$ cat src/logic/dtc_pkg.sv
// constants, field positions and mode encodings of the dual timer block
// assumes a single mclk domain and the cpu special-function-register port
// Contract
// - both timers advance once every twelve system clocks
// - mode 0 counts thirteen bits: high byte plus low five low-byte bits
// - mode 0 wraps from all ones to zero and sets the overflow flag
// - mode 1 counts sixteen bits, wraps from FFFF to zero, sets flag
// - mode 2 low byte counts; on FF it reloads from the high byte
// - only the run bits and mode fields gate counting; external gate and count inputs inactive
// - timer zero mode 3 splits into two bytes; timer one mode 3 holds
// - split low byte uses timer zero run bit and overflow flag
// - split high byte counts clock/12 under timer one run, sets its flag
// - in split, timer one runs in modes 0..2, stops in mode 3
// - in split, timer one overflow raises no interrupt
// - in split, timer one still gives baud overflow; bytes stay readable
// - mode register: timer one mode bits 5:4, timer zero bits 1:0
// - control register bit 7 and bit 5 are hardware-set overflow flags
// - control bit 4 runs timer zero, bit 6 timer one or split high byte
// - global enable bit 7 masks all requests when zero
// - enable bits 3 and 1 let the overflow flags request interrupts
// - priority bits 3 and 1 choose high priority for each timer
package dtc_pkg;

  localparam logic [7:0] DTC_ADDR_CTRL = 8'h88;
  localparam logic [7:0] DTC_ADDR_MODE = 8'h89;
  localparam logic [7:0] DTC_ADDR_T0_LO = 8'h8A;
  localparam logic [7:0] DTC_ADDR_T1_LO = 8'h8B;
  localparam logic [7:0] DTC_ADDR_T0_HI = 8'h8C;
  localparam logic [7:0] DTC_ADDR_T1_HI = 8'h8D;
  localparam logic [7:0] DTC_ADDR_IRQ_EN = 8'hA8;
  localparam logic [7:0] DTC_ADDR_IRQ_PRI = 8'hB8;

  localparam logic [7:0] DTC_RST_CTRL = 8'h05;
  localparam logic [7:0] DTC_RST_MODE = 8'h00;
  localparam logic [7:0] DTC_RST_BYTE = 8'h00;
  localparam logic [7:0] DTC_RST_IRQ_EN = 8'h00;
  localparam logic [7:0] DTC_RST_IRQ_PRI = 8'h00;

  // control register fields
  localparam int DTC_CTRL_T1_FLAG = 7;
  localparam int DTC_CTRL_T1_RUN = 6;
  localparam int DTC_CTRL_T0_FLAG = 5;
  localparam int DTC_CTRL_T0_RUN = 4;
  localparam int DTC_CTRL_EXT1_FLAG = 3;
  localparam int DTC_CTRL_EXT0_FLAG = 1;
  // bits 2 and 0 are unused and read back as their reset ones
  localparam logic [7:0] DTC_CTRL_FIXED_MASK = 8'h05;

  // mode register fields
  localparam int DTC_MODE_T1_LSB = 4;
  localparam int DTC_MODE_T0_LSB = 0;
  localparam logic [7:0] DTC_MODE_MASK = 8'h33;

  // interrupt enable and priority fields
  localparam int DTC_IEN_GLOBAL = 7;
  localparam int DTC_IEN_T1 = 3;
  localparam int DTC_IEN_T0 = 1;
  localparam logic [7:0] DTC_IEN_MASK = 8'h8F;
  localparam int DTC_PRI_T1 = 3;
  localparam int DTC_PRI_T0 = 1;
  localparam logic [7:0] DTC_PRI_MASK = 8'h0F;

  localparam int DTC_PRESCALE_DIV = 12;
  localparam logic [7:0] DTC_BYTE_ALL_ONES = 8'hFF;

  typedef enum logic [1:0] {
    DTC_MODE_13BIT = 2'b00,
    DTC_MODE_16BIT = 2'b01,
    DTC_MODE_RELOAD8 = 2'b10,
    DTC_MODE_SPLIT = 2'b11
  } dtc_mode_t;

endpackage

$ cat src/logic/dtc_tick_if.sv
// carrier for the count tick between the prescaler and the timer core
// assumes both ends run on mclk
`timescale 1ns/1ps
interface dtc_tick_if;
  logic tick;
  logic [3:0] phase;
  modport src (output tick, output phase);
  modport snk (input tick, input phase);
endinterface

$ cat src/logic/dtc_timer_pair.sv
// two general timers with overflow flags, mode control and timer interrupt gating
// assumes a single-cycle sfr write strobe and read strobe from the cpu core
`timescale 1ns/1ps
module dtc_timer_pair (
  input wire logic mclk,
  input wire logic sys_rst,
  input wire logic [7:0] sfr_addr,
  input wire logic sfr_wr,
  input wire logic sfr_rd,
  input wire logic [7:0] sfr_wdata,
  output logic [7:0] sfr_rdata,
  output logic sfr_hit,
  input wire logic timer_zero_irq_ack,
  input wire logic timer_one_irq_ack,
  output logic timer_zero_irq_req,
  output logic timer_one_irq_req,
  output logic timer_zero_irq_priority,
  output logic timer_one_irq_priority,
  output logic global_irq_enable,
  output logic timer_one_baud_tick
);
  import dtc_pkg::*;

  dtc_tick_if tick_bus ();

  dtc_prescaler #(
    .DIV(DTC_PRESCALE_DIV)
  ) u_prescaler (
    .mclk(mclk),
    .sys_rst(sys_rst),
    .tk(tick_bus.src)
  );

  logic [7:0] timer_zero_low_byte;
  logic [7:0] timer_zero_high_byte;
  logic [7:0] timer_one_low_byte;
  logic [7:0] timer_one_high_byte;
  logic timer_zero_overflow_flag;
  logic timer_one_overflow_flag;
  logic timer_zero_run;
  logic timer_one_run;
  logic [1:0] ext_flags;
  dtc_mode_t timer_zero_mode_field;
  dtc_mode_t timer_one_mode_field;
  logic timer_zero_irq_enable;
  logic timer_one_irq_enable;
  logic [1:0] ext_irq_enable;
  logic [1:0] ext_irq_priority;

  logic wr_ctrl;
  logic wr_mode;
  logic wr_t0_lo;
  logic wr_t0_hi;
  logic wr_t1_lo;
  logic wr_t1_hi;
  logic wr_ien;
  logic wr_pri;
  logic tick;

  logic t0_split;
  logic t0_low_adv;
  logic t0_high_adv;
  logic t1_adv;
  logic [16:0] t0_next;
  logic [16:0] t1_next;
  logic [7:0] t0_split_lo;
  logic [7:0] t0_split_hi;
  logic t0_split_lo_ovf;
  logic t0_split_hi_ovf;
  logic t0_ovf;
  logic t1_ovf;
  logic set_t0_flag;
  logic set_t1_flag;
  logic [7:0] ctrl_view;
  logic [7:0] mode_view;
  logic [7:0] ien_view;
  logic [7:0] pri_view;
  logic [7:0] next_rdata;
  logic next_hit;

  assign tick = tick_bus.tick;

  assign wr_ctrl = sfr_wr && (sfr_addr == DTC_ADDR_CTRL);
  assign wr_mode = sfr_wr && (sfr_addr == DTC_ADDR_MODE);
  assign wr_t0_lo = sfr_wr && (sfr_addr == DTC_ADDR_T0_LO);
  assign wr_t0_hi = sfr_wr && (sfr_addr == DTC_ADDR_T0_HI);
  assign wr_t1_lo = sfr_wr && (sfr_addr == DTC_ADDR_T1_LO);
  assign wr_t1_hi = sfr_wr && (sfr_addr == DTC_ADDR_T1_HI);
  assign wr_ien = sfr_wr && (sfr_addr == DTC_ADDR_IRQ_EN);
  assign wr_pri = sfr_wr && (sfr_addr == DTC_ADDR_IRQ_PRI);

  // one step of a timer in modes 0..2; returns {overflow, high, low}
  function automatic logic [16:0] dtc_step(
    input dtc_mode_t mode,
    input logic [7:0] lo,
    input logic [7:0] hi
  );
    logic [13:0] sum13;
    logic [16:0] sum16;
    logic [16:0] res;
    sum13 = {1'b0, hi, lo[4:0]} + 14'h0001;
    sum16 = {1'b0, hi, lo} + 17'h00001;
    res = {1'b0, hi, lo};
    case (mode)
      DTC_MODE_13BIT: begin
        // upper three low-byte bits are left as stored; software masks them
        res = {sum13[13], sum13[12:5], lo[7:5], sum13[4:0]};
      end
      DTC_MODE_16BIT: begin
        res = sum16;
      end
      DTC_MODE_RELOAD8: begin
        if (lo == DTC_BYTE_ALL_ONES) begin
          res = {1'b1, hi, hi};
        end else begin
          res = {1'b0, hi, lo + 8'h01};
        end
      end
      default: begin
        res = {1'b0, hi, lo};
      end
    endcase
    return res;
  endfunction

  assign t0_split = (timer_zero_mode_field == DTC_MODE_SPLIT);

  // no gate or external count path exists: the run bits and mode fields alone enable counting
  assign t0_low_adv = tick && timer_zero_run;
  assign t0_high_adv = tick && timer_one_run && t0_split;
  // in split, timer one ignores its run bit and follows its mode field only
  always_comb begin
    if (t0_split) begin
      t1_adv = tick && (timer_one_mode_field != DTC_MODE_SPLIT);
    end else begin
      t1_adv = tick && timer_one_run && (timer_one_mode_field != DTC_MODE_SPLIT);
    end
  end

  assign t0_next = dtc_step(timer_zero_mode_field, timer_zero_low_byte, timer_zero_high_byte);
  assign t1_next = dtc_step(timer_one_mode_field, timer_one_low_byte, timer_one_high_byte);

  // split halves are plain 8-bit up counters
  assign {t0_split_lo_ovf, t0_split_lo} = {1'b0, timer_zero_low_byte} + 9'h001;
  assign {t0_split_hi_ovf, t0_split_hi} = {1'b0, timer_zero_high_byte} + 9'h001;

  assign t0_ovf = t0_split ? t0_split_lo_ovf : t0_next[16];
  assign t1_ovf = t1_next[16];

  // a byte write takes priority over a count step in the same cycle
  always_ff @(posedge mclk or posedge sys_rst) begin
    if (sys_rst) begin
      timer_zero_low_byte <= DTC_RST_BYTE;
    end else if (wr_t0_lo) begin
      timer_zero_low_byte <= sfr_wdata;
    end else if (t0_low_adv) begin
      timer_zero_low_byte <= t0_split ? t0_split_lo : t0_next[7:0];
    end
  end

  always_ff @(posedge mclk or posedge sys_rst) begin
    if (sys_rst) begin
      timer_zero_high_byte <= DTC_RST_BYTE;
    end else if (wr_t0_hi) begin
      timer_zero_high_byte <= sfr_wdata;
    end else if (t0_high_adv) begin
      timer_zero_high_byte <= t0_split_hi;
    end else if (t0_low_adv && !t0_split) begin
      timer_zero_high_byte <= t0_next[15:8];
    end
  end

  always_ff @(posedge mclk or posedge sys_rst) begin
    if (sys_rst) begin
      timer_one_low_byte <= DTC_RST_BYTE;
    end else if (wr_t1_lo) begin
      timer_one_low_byte <= sfr_wdata;
    end else if (t1_adv) begin
      timer_one_low_byte <= t1_next[7:0];
    end
  end

  always_ff @(posedge mclk or posedge sys_rst) begin
    if (sys_rst) begin
      timer_one_high_byte <= DTC_RST_BYTE;
    end else if (wr_t1_hi) begin
      timer_one_high_byte <= sfr_wdata;
    end else if (t1_adv) begin
      timer_one_high_byte <= t1_next[15:8];
    end
  end

  // flag sources; the timer one flag belongs to the split high byte in mode 3
  assign set_t0_flag = t0_low_adv && t0_ovf;
  always_comb begin
    if (t0_split) begin
      set_t1_flag = t0_high_adv && t0_split_hi_ovf;
    end else begin
      set_t1_flag = t1_adv && t1_ovf;
    end
  end

  // baud source keeps ticking from timer one even while split borrows its flag
  always_ff @(posedge mclk or posedge sys_rst) begin
    if (sys_rst) begin
      timer_one_baud_tick <= 1'b0;
    end else begin
      timer_one_baud_tick <= t1_adv && t1_ovf;
    end
  end

  // set wins over a software clear or a service acknowledge in the same cycle
  always_ff @(posedge mclk or posedge sys_rst) begin
    if (sys_rst) begin
      timer_zero_overflow_flag <= DTC_RST_CTRL[DTC_CTRL_T0_FLAG];
    end else if (set_t0_flag) begin
      timer_zero_overflow_flag <= 1'b1;
    end else if (timer_zero_irq_ack) begin
      timer_zero_overflow_flag <= 1'b0;
    end else if (wr_ctrl) begin
      timer_zero_overflow_flag <= sfr_wdata[DTC_CTRL_T0_FLAG];
    end
  end

  always_ff @(posedge mclk or posedge sys_rst) begin
    if (sys_rst) begin
      timer_one_overflow_flag <= DTC_RST_CTRL[DTC_CTRL_T1_FLAG];
    end else if (set_t1_flag) begin
      timer_one_overflow_flag <= 1'b1;
    end else if (timer_one_irq_ack) begin
      timer_one_overflow_flag <= 1'b0;
    end else if (wr_ctrl) begin
      timer_one_overflow_flag <= sfr_wdata[DTC_CTRL_T1_FLAG];
    end
  end

  always_ff @(posedge mclk or posedge sys_rst) begin
    if (sys_rst) begin
      timer_zero_run <= DTC_RST_CTRL[DTC_CTRL_T0_RUN];
      timer_one_run <= DTC_RST_CTRL[DTC_CTRL_T1_RUN];
      ext_flags <= {DTC_RST_CTRL[DTC_CTRL_EXT1_FLAG], DTC_RST_CTRL[DTC_CTRL_EXT0_FLAG]};
    end else if (wr_ctrl) begin
      timer_zero_run <= sfr_wdata[DTC_CTRL_T0_RUN];
      timer_one_run <= sfr_wdata[DTC_CTRL_T1_RUN];
      // external interrupt flags are not driven here; kept as plain storage
      ext_flags <= {sfr_wdata[DTC_CTRL_EXT1_FLAG], sfr_wdata[DTC_CTRL_EXT0_FLAG]};
    end
  end

  always_ff @(posedge mclk or posedge sys_rst) begin
    if (sys_rst) begin
      timer_one_mode_field <= dtc_mode_t'(DTC_RST_MODE[DTC_MODE_T1_LSB +: 2]);
      timer_zero_mode_field <= dtc_mode_t'(DTC_RST_MODE[DTC_MODE_T0_LSB +: 2]);
    end else if (wr_mode) begin
      timer_one_mode_field <= dtc_mode_t'(sfr_wdata[DTC_MODE_T1_LSB +: 2]);
      timer_zero_mode_field <= dtc_mode_t'(sfr_wdata[DTC_MODE_T0_LSB +: 2]);
    end
  end

  always_ff @(posedge mclk or posedge sys_rst) begin
    if (sys_rst) begin
      global_irq_enable <= DTC_RST_IRQ_EN[DTC_IEN_GLOBAL];
      timer_one_irq_enable <= DTC_RST_IRQ_EN[DTC_IEN_T1];
      timer_zero_irq_enable <= DTC_RST_IRQ_EN[DTC_IEN_T0];
      ext_irq_enable <= {DTC_RST_IRQ_EN[2], DTC_RST_IRQ_EN[0]};
    end else if (wr_ien) begin
      global_irq_enable <= sfr_wdata[DTC_IEN_GLOBAL];
      timer_one_irq_enable <= sfr_wdata[DTC_IEN_T1];
      timer_zero_irq_enable <= sfr_wdata[DTC_IEN_T0];
      ext_irq_enable <= {sfr_wdata[2], sfr_wdata[0]};
    end
  end

  always_ff @(posedge mclk or posedge sys_rst) begin
    if (sys_rst) begin
      timer_one_irq_priority <= DTC_RST_IRQ_PRI[DTC_PRI_T1];
      timer_zero_irq_priority <= DTC_RST_IRQ_PRI[DTC_PRI_T0];
      ext_irq_priority <= {DTC_RST_IRQ_PRI[2], DTC_RST_IRQ_PRI[0]};
    end else if (wr_pri) begin
      timer_one_irq_priority <= sfr_wdata[DTC_PRI_T1];
      timer_zero_irq_priority <= sfr_wdata[DTC_PRI_T0];
      ext_irq_priority <= {sfr_wdata[2], sfr_wdata[0]};
    end
  end

  // global enable is ANDed with the per-timer enables
  assign timer_zero_irq_req = global_irq_enable && timer_zero_irq_enable
                              && timer_zero_overflow_flag;
  assign timer_one_irq_req = global_irq_enable && timer_one_irq_enable
                             && timer_one_overflow_flag;

  always_comb begin
    ctrl_view = DTC_CTRL_FIXED_MASK;
    ctrl_view[DTC_CTRL_T1_FLAG] = timer_one_overflow_flag;
    ctrl_view[DTC_CTRL_T1_RUN] = timer_one_run;
    ctrl_view[DTC_CTRL_T0_FLAG] = timer_zero_overflow_flag;
    ctrl_view[DTC_CTRL_T0_RUN] = timer_zero_run;
    ctrl_view[DTC_CTRL_EXT1_FLAG] = ext_flags[1];
    ctrl_view[DTC_CTRL_EXT0_FLAG] = ext_flags[0];
  end

  always_comb begin
    mode_view = 8'h00;
    mode_view[DTC_MODE_T1_LSB +: 2] = timer_one_mode_field;
    mode_view[DTC_MODE_T0_LSB +: 2] = timer_zero_mode_field;
  end

  always_comb begin
    ien_view = 8'h00;
    ien_view[DTC_IEN_GLOBAL] = global_irq_enable;
    ien_view[DTC_IEN_T1] = timer_one_irq_enable;
    ien_view[2] = ext_irq_enable[1];
    ien_view[DTC_IEN_T0] = timer_zero_irq_enable;
    ien_view[0] = ext_irq_enable[0];
  end

  always_comb begin
    pri_view = 8'h00;
    pri_view[DTC_PRI_T1] = timer_one_irq_priority;
    pri_view[2] = ext_irq_priority[1];
    pri_view[DTC_PRI_T0] = timer_zero_irq_priority;
    pri_view[0] = ext_irq_priority[0];
  end

  // count bytes read back live, so software sees split-mode timer one too
  always_comb begin
    next_hit = 1'b1;
    case (sfr_addr)
      DTC_ADDR_CTRL: next_rdata = ctrl_view;
      DTC_ADDR_MODE: next_rdata = mode_view & DTC_MODE_MASK;
      DTC_ADDR_T0_LO: next_rdata = timer_zero_low_byte;
      DTC_ADDR_T1_LO: next_rdata = timer_one_low_byte;
      DTC_ADDR_T0_HI: next_rdata = timer_zero_high_byte;
      DTC_ADDR_T1_HI: next_rdata = timer_one_high_byte;
      DTC_ADDR_IRQ_EN: next_rdata = ien_view & DTC_IEN_MASK;
      DTC_ADDR_IRQ_PRI: next_rdata = pri_view & DTC_PRI_MASK;
      default: begin
        next_rdata = 8'h00;
        next_hit = 1'b0;
      end
    endcase
  end

  // read data registered one cycle after the strobe; held until the next read
  always_ff @(posedge mclk or posedge sys_rst) begin
    if (sys_rst) begin
      sfr_rdata <= 8'h00;
      sfr_hit <= 1'b0;
    end else if (sfr_rd) begin
      sfr_rdata <= next_rdata;
      sfr_hit <= next_hit;
    end else begin
      sfr_hit <= 1'b0;
    end
  end

endmodule

$ cat src/logic/dtc_prescaler.sv
// free-running divider that makes the shared count tick
// assumes mclk is the system clock; no gating of its own
`timescale 1ns/1ps
module dtc_prescaler #(
  parameter int DIV = dtc_pkg::DTC_PRESCALE_DIV
) (
  input wire logic mclk,
  input wire logic sys_rst,
  dtc_tick_if.src tk
);
  import dtc_pkg::*;

  localparam logic [3:0] LAST = 4'(DIV - 1);

  logic [3:0] count;

  // free running so both timers share one phase; run bits gate at the counters
  always_ff @(posedge mclk or posedge sys_rst) begin
    if (sys_rst) begin
      count <= 4'h0;
    end else if (count == LAST) begin
      count <= 4'h0;
    end else begin
      count <= count + 4'h1;
    end
  end

  assign tk.tick = (count == LAST);
  assign tk.phase = count;

endmodule

$ cat config.mk
export PLATFORM = sky130hd
export DESIGN_NAME = dtc_timer_pair
export DESIGN_NICKNAME = d
export VERILOG_FILES = /design/src/logic/dtc_pkg.sv /design/src/logic/dtc_tick_if.sv /design/src/logic/dtc_timer_pair.sv /design/src/logic/dtc_prescaler.sv
export SDC_FILE = /design/constraint.sdc
export NUM_CORES = 1
export LEC_CHECK = 0
export BUFFER_PORTS_ARGS = -buffer_cell sky130_fd_sc_hd__buf_2
export CELL_PAD_IN_SITES_DETAIL_PLACEMENT = 0
export CELL_PAD_IN_SITES_GLOBAL_PLACEMENT = 1
export CORE_MARGIN = 2
export CORE_UTILIZATION = 47
export DETAILED_ROUTE_END_ITERATION = 10
export GPL_TIMING_DRIVEN = 1
export PLACE_DENSITY = 0.92
export SLEW_MARGIN = 20
export SYNTH_ARGS = -nofsm -noshare
export SYNTH_HDL_FRONTEND = slang
export SYNTH_HIERARCHICAL = 1
export SYNTH_SLANG_ARGS = --single-unit
$ cat constraint.sdc
create_clock -name mclk -period 2.9 [get_ports mclk]
set_input_delay 0.29 -clock mclk [delete_from_list [all_inputs] [get_ports mclk]]
set_output_delay 0.29 -clock mclk [all_outputs]
set_load 0.005 [all_outputs]
======== Word-level counts from Yosys, hierarchy flattened ========
Index checks and enable logic that the tools add are counted.
word-level totals
  flip-flop bits (word level) ............. 65
  bits of input ports ..................... 22
  output and inout port bits .............. 15
  word-level logic and storage cells ...... 124
cells by class
  add/sub/neg operators ................... 9
  equality and inequality tests ........... 21
  multiplexer cells ....................... 27
  reduce and logical (&&, ||, !) cells .... 43
operators with widths
  operator               number
  $pmux 17 s3            2
  $eq 8x8->1 const B     10
  $mux 8                 10
  $pmux 8 s8             1
  $add 16x1->17 const B  2
  $mux 17                2
  $add 13x1->14 const B  2
  $logic_and 1x1->1      21
  $add 8x1->9 const B    2
  $add 8x1->8 const B    2
  $reduce_bool 3->1      5
  $reduce_and 3->1       4
  $reduce_bool 4->1      3
  $mux 1                 11
  $reduce_or 8->1        1
  $eq 2x2->1 const B     3
  $ne 2x2->1 const B     3
  $ne 3x3->1 const B     2
  $reduce_bool 2->1      3
  $reduce_bool 5->1      1
  $add 4x1->4 const B    1
  $eq 2x1->1 const B     2
  $eq 4x4->1 const B     1
  $logic_not 2->1        2
  3 further kinds        4

======== Logic depth before layout (Yosys ltp) ========
  word-level depth ........................ 7
  mapped depth ............................ 8
  gate-level depth less buffers ........... 7

======== Modules after synthesis ========
Netlist, hierarchy kept.
modules (own cells, without submodules)
  module          instances  cells each  area each (sq um)  seq. area each (sq um)
  dtc_timer_pair  1          531         4639.4             1526.5
  dtc_prescaler   1          15          183.9              100.1

======== Worst setup path after synthesis ========
No wires, ideal clock.
  kind .................................... register -> register
  start ................................... register u_prescaler.count[0] (netlist: u_prescaler/tk.phase[0])
  end ..................................... register timer_one_high_byte[2]
  library setup time ...................... 137 ps
  arrival ................................. 2052 ps
  data required time ...................... 2763 ps
  setup slack ............................. 711 ps
  stages on the path, launching flop included .. 8
  buffers on the path ..................... 0
  period minus slack after synthesis ...... 2189 ps
  path through ............................ dfrtp_1 ha_1 and3b_1 nand2b_1 or4_1 a221o_1 o211ai_1 o311ai_1
between the ends
  longest elaborated chain between the ends .. 6
  elaborated cells on any way between the ends .. 7
  classes of those cells .................. eq/ne (1); mux (1); reduce/logical (5)
RTL lines
  what                                    line                   RTL
  start: declaration                      dtc_prescaler.sv:15    logic [3:0] count;
  start signal: assignment                dtc_prescaler.sv:24    count <= count + 4'h1;
  $eq 4x4->1 (*)                          dtc_prescaler.sv:28    assign tk.tick = (count == LAST);
  via tick                                dtc_timer_pair.sv:58   logic tick;
  $logic_and 1x1->1 (2 in a row)          dtc_timer_pair.sv:136  t1_adv = tick && timer_one_run && (timer_one_mode_field != DTC_MODE_SPLIT);
  $mux 1 (*)                              dtc_timer_pair.sv:133  if (t0_split) begin
  $reduce_bool 2->1 (no source line) (*)  n/a
  $reduce_and 3->1 (no source line) (*)   n/a
  end signal: assignment                  dtc_timer_pair.sv:187  timer_one_high_byte <= sfr_wdata;
  end signal: assignment                  dtc_timer_pair.sv:189  timer_one_high_byte <= t1_next[15:8];
  end: declaration                        dtc_timer_pair.sv:37   logic [7:0] timer_one_high_byte;
Mark *: on every way through the listed nets, which the timed path passes. The rest lies on a longest branch.
A chain may end at the register's enable or synchronous reset.

======== Final worst setup path ========
  start ................................... register u_prescaler.count[0] (netlist: u_prescaler/tk.phase[0])
  end ..................................... register timer_zero_high_byte[7]
between the ends
  longest elaborated chain between the ends .. 5
  elaborated cells on any way between the ends .. 11
  classes of those cells .................. eq/ne (2); mux (2); reduce/logical (7)
RTL lines
  what                                                         line                                          RTL
  $eq 4x4->1 (*)                                               dtc_prescaler.sv:28
  via tick                                                     dtc_timer_pair.sv:58
  $logic_and 1x1->1 (on tied branches)                         dtc_timer_pair.sv:130, dtc_timer_pair.sv:129
  $logic_and 1x1->1 (on tied branches)                         dtc_timer_pair.sv:130, dtc_timer_pair.sv:168
  $ne 3x3->1 (no source line), or another cell as far along    n/a
  $reduce_and 3->1 (no source line) or $mux 8 (tied branches)  n/a
  end signal: assignment                                       dtc_timer_pair.sv:165                         timer_zero_high_byte <= sfr_wdata;
  end signal: assignment                                       dtc_timer_pair.sv:167                         timer_zero_high_byte <= t0_split_hi;
  end signal: assignment                                       dtc_timer_pair.sv:169                         timer_zero_high_byte <= t0_next[15:8];
  end: declaration                                             dtc_timer_pair.sv:35                          logic [7:0] timer_zero_high_byte;
Marked as above.

==> flow_metrics.tcl <==
set metrics [dict create \
    run_status "completed" \
    grt_remaining_overflow 0 \
    min_period_ns 2.66 \
    share_comb_of_total_power_pct 15.9 \
    portBuffers 36 \
    drive_gt1_share_pct 17.4 \
    dieArea_mm2 0.0111 \
    reg2reg_depth 8 \
    drv_slew 0 \
    synth_area_mm2 0.00482 \
    hold_start "timer_zero_irq_ack" \
    rows 36 \
    critPathCaptureType "register" \
    synth_nets 580 \
    tightestPinTransition_ns 0.822 \
    grt_usage_pct 28.4 \
    vias_per_cell 6.71 \
    setup_viol 0 \
    coreArea_mm2 0.00986 \
    regArea_mm2 0.00163 \
    drc 0 \
    cts_made_buffers 9 \
    syn_inst 546 \
    final_common_cell "dfrtp_1" \
    setup_tns_ns 0 \
    avgRoutedWirePerCell_um 21.9 \
    detail_route.first_pass.iterations 5 \
    hpwl_um 11000 \
    multi_input_area_mm2 0.00299 \
    holdPathStages 2 \
    grt_pass1_vias 4356 \
    period_share_pct 91.9 \
    clk_path_buf_depth 2 \
    clkPwrFrac_pct 38.8 \
    die-height_um 105 \
    ys_types 75 \
    hold_viol_final 0 \
    final_cell_mix "65 x dfrtp_1, 51 x nand2_1, 37 x nor2_1, 36 x buf_2, 30 x o21ai_0" \
    clock_latency_ns 0.37 \
    cts_htree_levels 3 \
    fmax_ghz 0.375 \
    intPower_uw 1590 \
    ir_worst_vdd_mv 0.243 \
    grt_pass1_wl_um 24400 \
    power_switching_uw 756 \
    first_iter_violations 504 \
    worst_setup_hold_path_clk_slew_ns 0.09 \
    totalWireLength_um 15400 \
    antenna_found_initial 0 \
    detail-route-antenna-nets 0 \
    crit_path_max_fanout 6 \
    power_frac_seq_pct 45.3 \
    required_ns 3.13 \
    startpoint "u_prescaler/tk.phase[0]" \
    cp_cell_sequence "ha_1 -> and3b_1 -> nand2_1 -> o41ai_1 -> buf_4 -> o21ai_0 -> a2111oi_0 -> a21oi_1" \
    cts_tree "yes" \
    cts-root-buf "clkbuf_8" \
    rsz0062_at_grt "no" \
    gp_congestion 0.914 \
    initial_core_util_pct 48.9 \
    setup.worst_path.end "timer_zero_high_byte[7]" \
    min_path_type "in2reg" \
    synth_ff_type "dfrtp_1" \
    boundaryPins 37 \
    r2r_slack_ns 0.24 \
    yosysSeqAreaShare_pct 33.7 \
    p_leak_uw 0.00219 \
    maxCapViolations 0 \
    syn2layout_area_growth_pct 9.91 \
    p_sw_share_pct 32.2 \
    cp.arrival_ns 2.89 \
    max_stage_delay_ns 0.57 \
    power.density_mw_per_mm2 442 \
    worst_setup_path_start_kind "register" \
    slowest_stage "a2111oi_0" \
    avgSynthCellArea_um2 8.83 \
    synthArstFlopShare_pct 100 \
    synth_edf_count 0 \
    critPathKind "reg2reg" \
    n_fill_cell 892 \
    nets 599 \
    finalClockSkew_ns 0.0185 \
    clock_sinks 65 \
    fin_util_pct 53.7 \
    n_antenna_cell 0 \
    yosysWarningCount 6 \
    r2r-end "timer_zero_high_byte[7]" \
    vias 4720 \
    grt_max_degree 62 \
    whs_ns 0.116 \
    r2r-start "u_prescaler/tk.phase[0]" \
    die_x_um 105 \
    yosys_register_bits 65 \
    slew_headroom_pct 45.2 \
]
cell families (layout without fill, tap and decap cells):
group,Yosys count,count (layout),share of synthesized area [%]
and+or+nand+nor,196,196,22.4
xor gates and xnor gates,10,10,1.82
AOI/OAI and AO/OA,178,178,26.5
adders and majority gates,12,12,3.11
muxes,35,35,8.15
DFF,65,65,33.7
buffers and inverters,50,74,4.28
power by group through the flow:
stage / Clock [uW] / Combinational, uW / Sequential (uW)
after CTS: 918 / 369 / 1060
after global placement: 0 / 360 / 1070
after detailed placement: 0 / 366 / 1070
after floorplan: 0 / 291 / 1010
final: 910 / 374 / 1060
after global routing: 967 / 412 / 1070
cell type report:
type | instances | share of cell area, %
multi-input cells | 431 | 56.4
inverters | 15 | 1.06
clock inverters | 7 | 1.94
clock buffers | 9 | 2.34
well taps | 133 | 3.14
repair buffers | 43 | 4.44
flip-flops and latches | 65 | 30.7
per-stage QoR:
stage	power [uW]	instance area, um^2	instances	setup WS [ns]
after CTS	2340	5300	703	0.340
after detailed placement	1440	5060	686	0.398
final	2350	5300	703	0.236
after global routing	2450	5300	703	0.102
after floorplan	1300	4820	546	0.711
after global placement	1430	5060	686	0.489
what timing repair did:
item	4_1_cts	5_1_grt
gates resized for setup	0	0
endpoints found under the setup margin	0	0
setup buffers	0	0
hold buffers	1	0
hold endpoints to repair	4	0
sequential cells by signal, indices dropped and copies added (netlist names), 2 cells and up:
signal,flops
ext_flags,2
ext_irq_enable,2
ext_irq_priority,2
sfr_rdata,8
timer_one_high_byte,8
timer_one_low_byte,8
timer_one_mode_field,2
timer_zero_high_byte,8
timer_zero_low_byte,8
timer_zero_mode_field,2
u_prescaler/tk.phase,4
Yosys cell counts (10+ instances only):
master	count	area share, %
dfrtp_1	65	34
nand2_1	51	4.0
nor2_1	37	2.9
o21ai_0	30	3.1
a21oi_1	27	2.8
clkbuf_1	25	1.9
nand3_1	24	2.5
mux2_2	20	4.7
and3_1	17	2.2
inv_1	15	1.2
mux2i_1	13	2.7
ha_1	12	3.1
a31oi_1	11	1.4
o211ai_1	11	1.7
a221oi_1	10	1.8
layer usage:
metal / track usage (%) / vias up / routed length [um]
li1: - / 2142 / -
met1: 40.0 / 2302 / 6660
met2: 43.2 / 231 / 7040
met3: 5.01 / 45 / 1180
met4: 11.1 / 0 / 498
met5: 0 / - / 0
worst max-delay path, delay by kind of cell, from the launching register on:
family                   cells  cell delay, ns
AO/OA/AOI/OAI                4            1.10
buffers and inverters        1            0.20
AND/OR/NAND/NOR              2            0.58
flip-flops                   1            0.42
adder cells (fa/ha/maj)      1            0.24
worst min path at each step:
stage                                     to  slack (ns)
global placement     u_prescaler/tk.phase[3]        0.19
detailed placement   u_prescaler/tk.phase[3]        0.20
floorplan            u_prescaler/tk.phase[0]        0.06
global route        timer_zero_overflow_flag         0.1
CTS                 timer_zero_overflow_flag        0.11
finish              timer_zero_overflow_flag        0.12
Note: power is estimated with default switching activity, not from simulation.
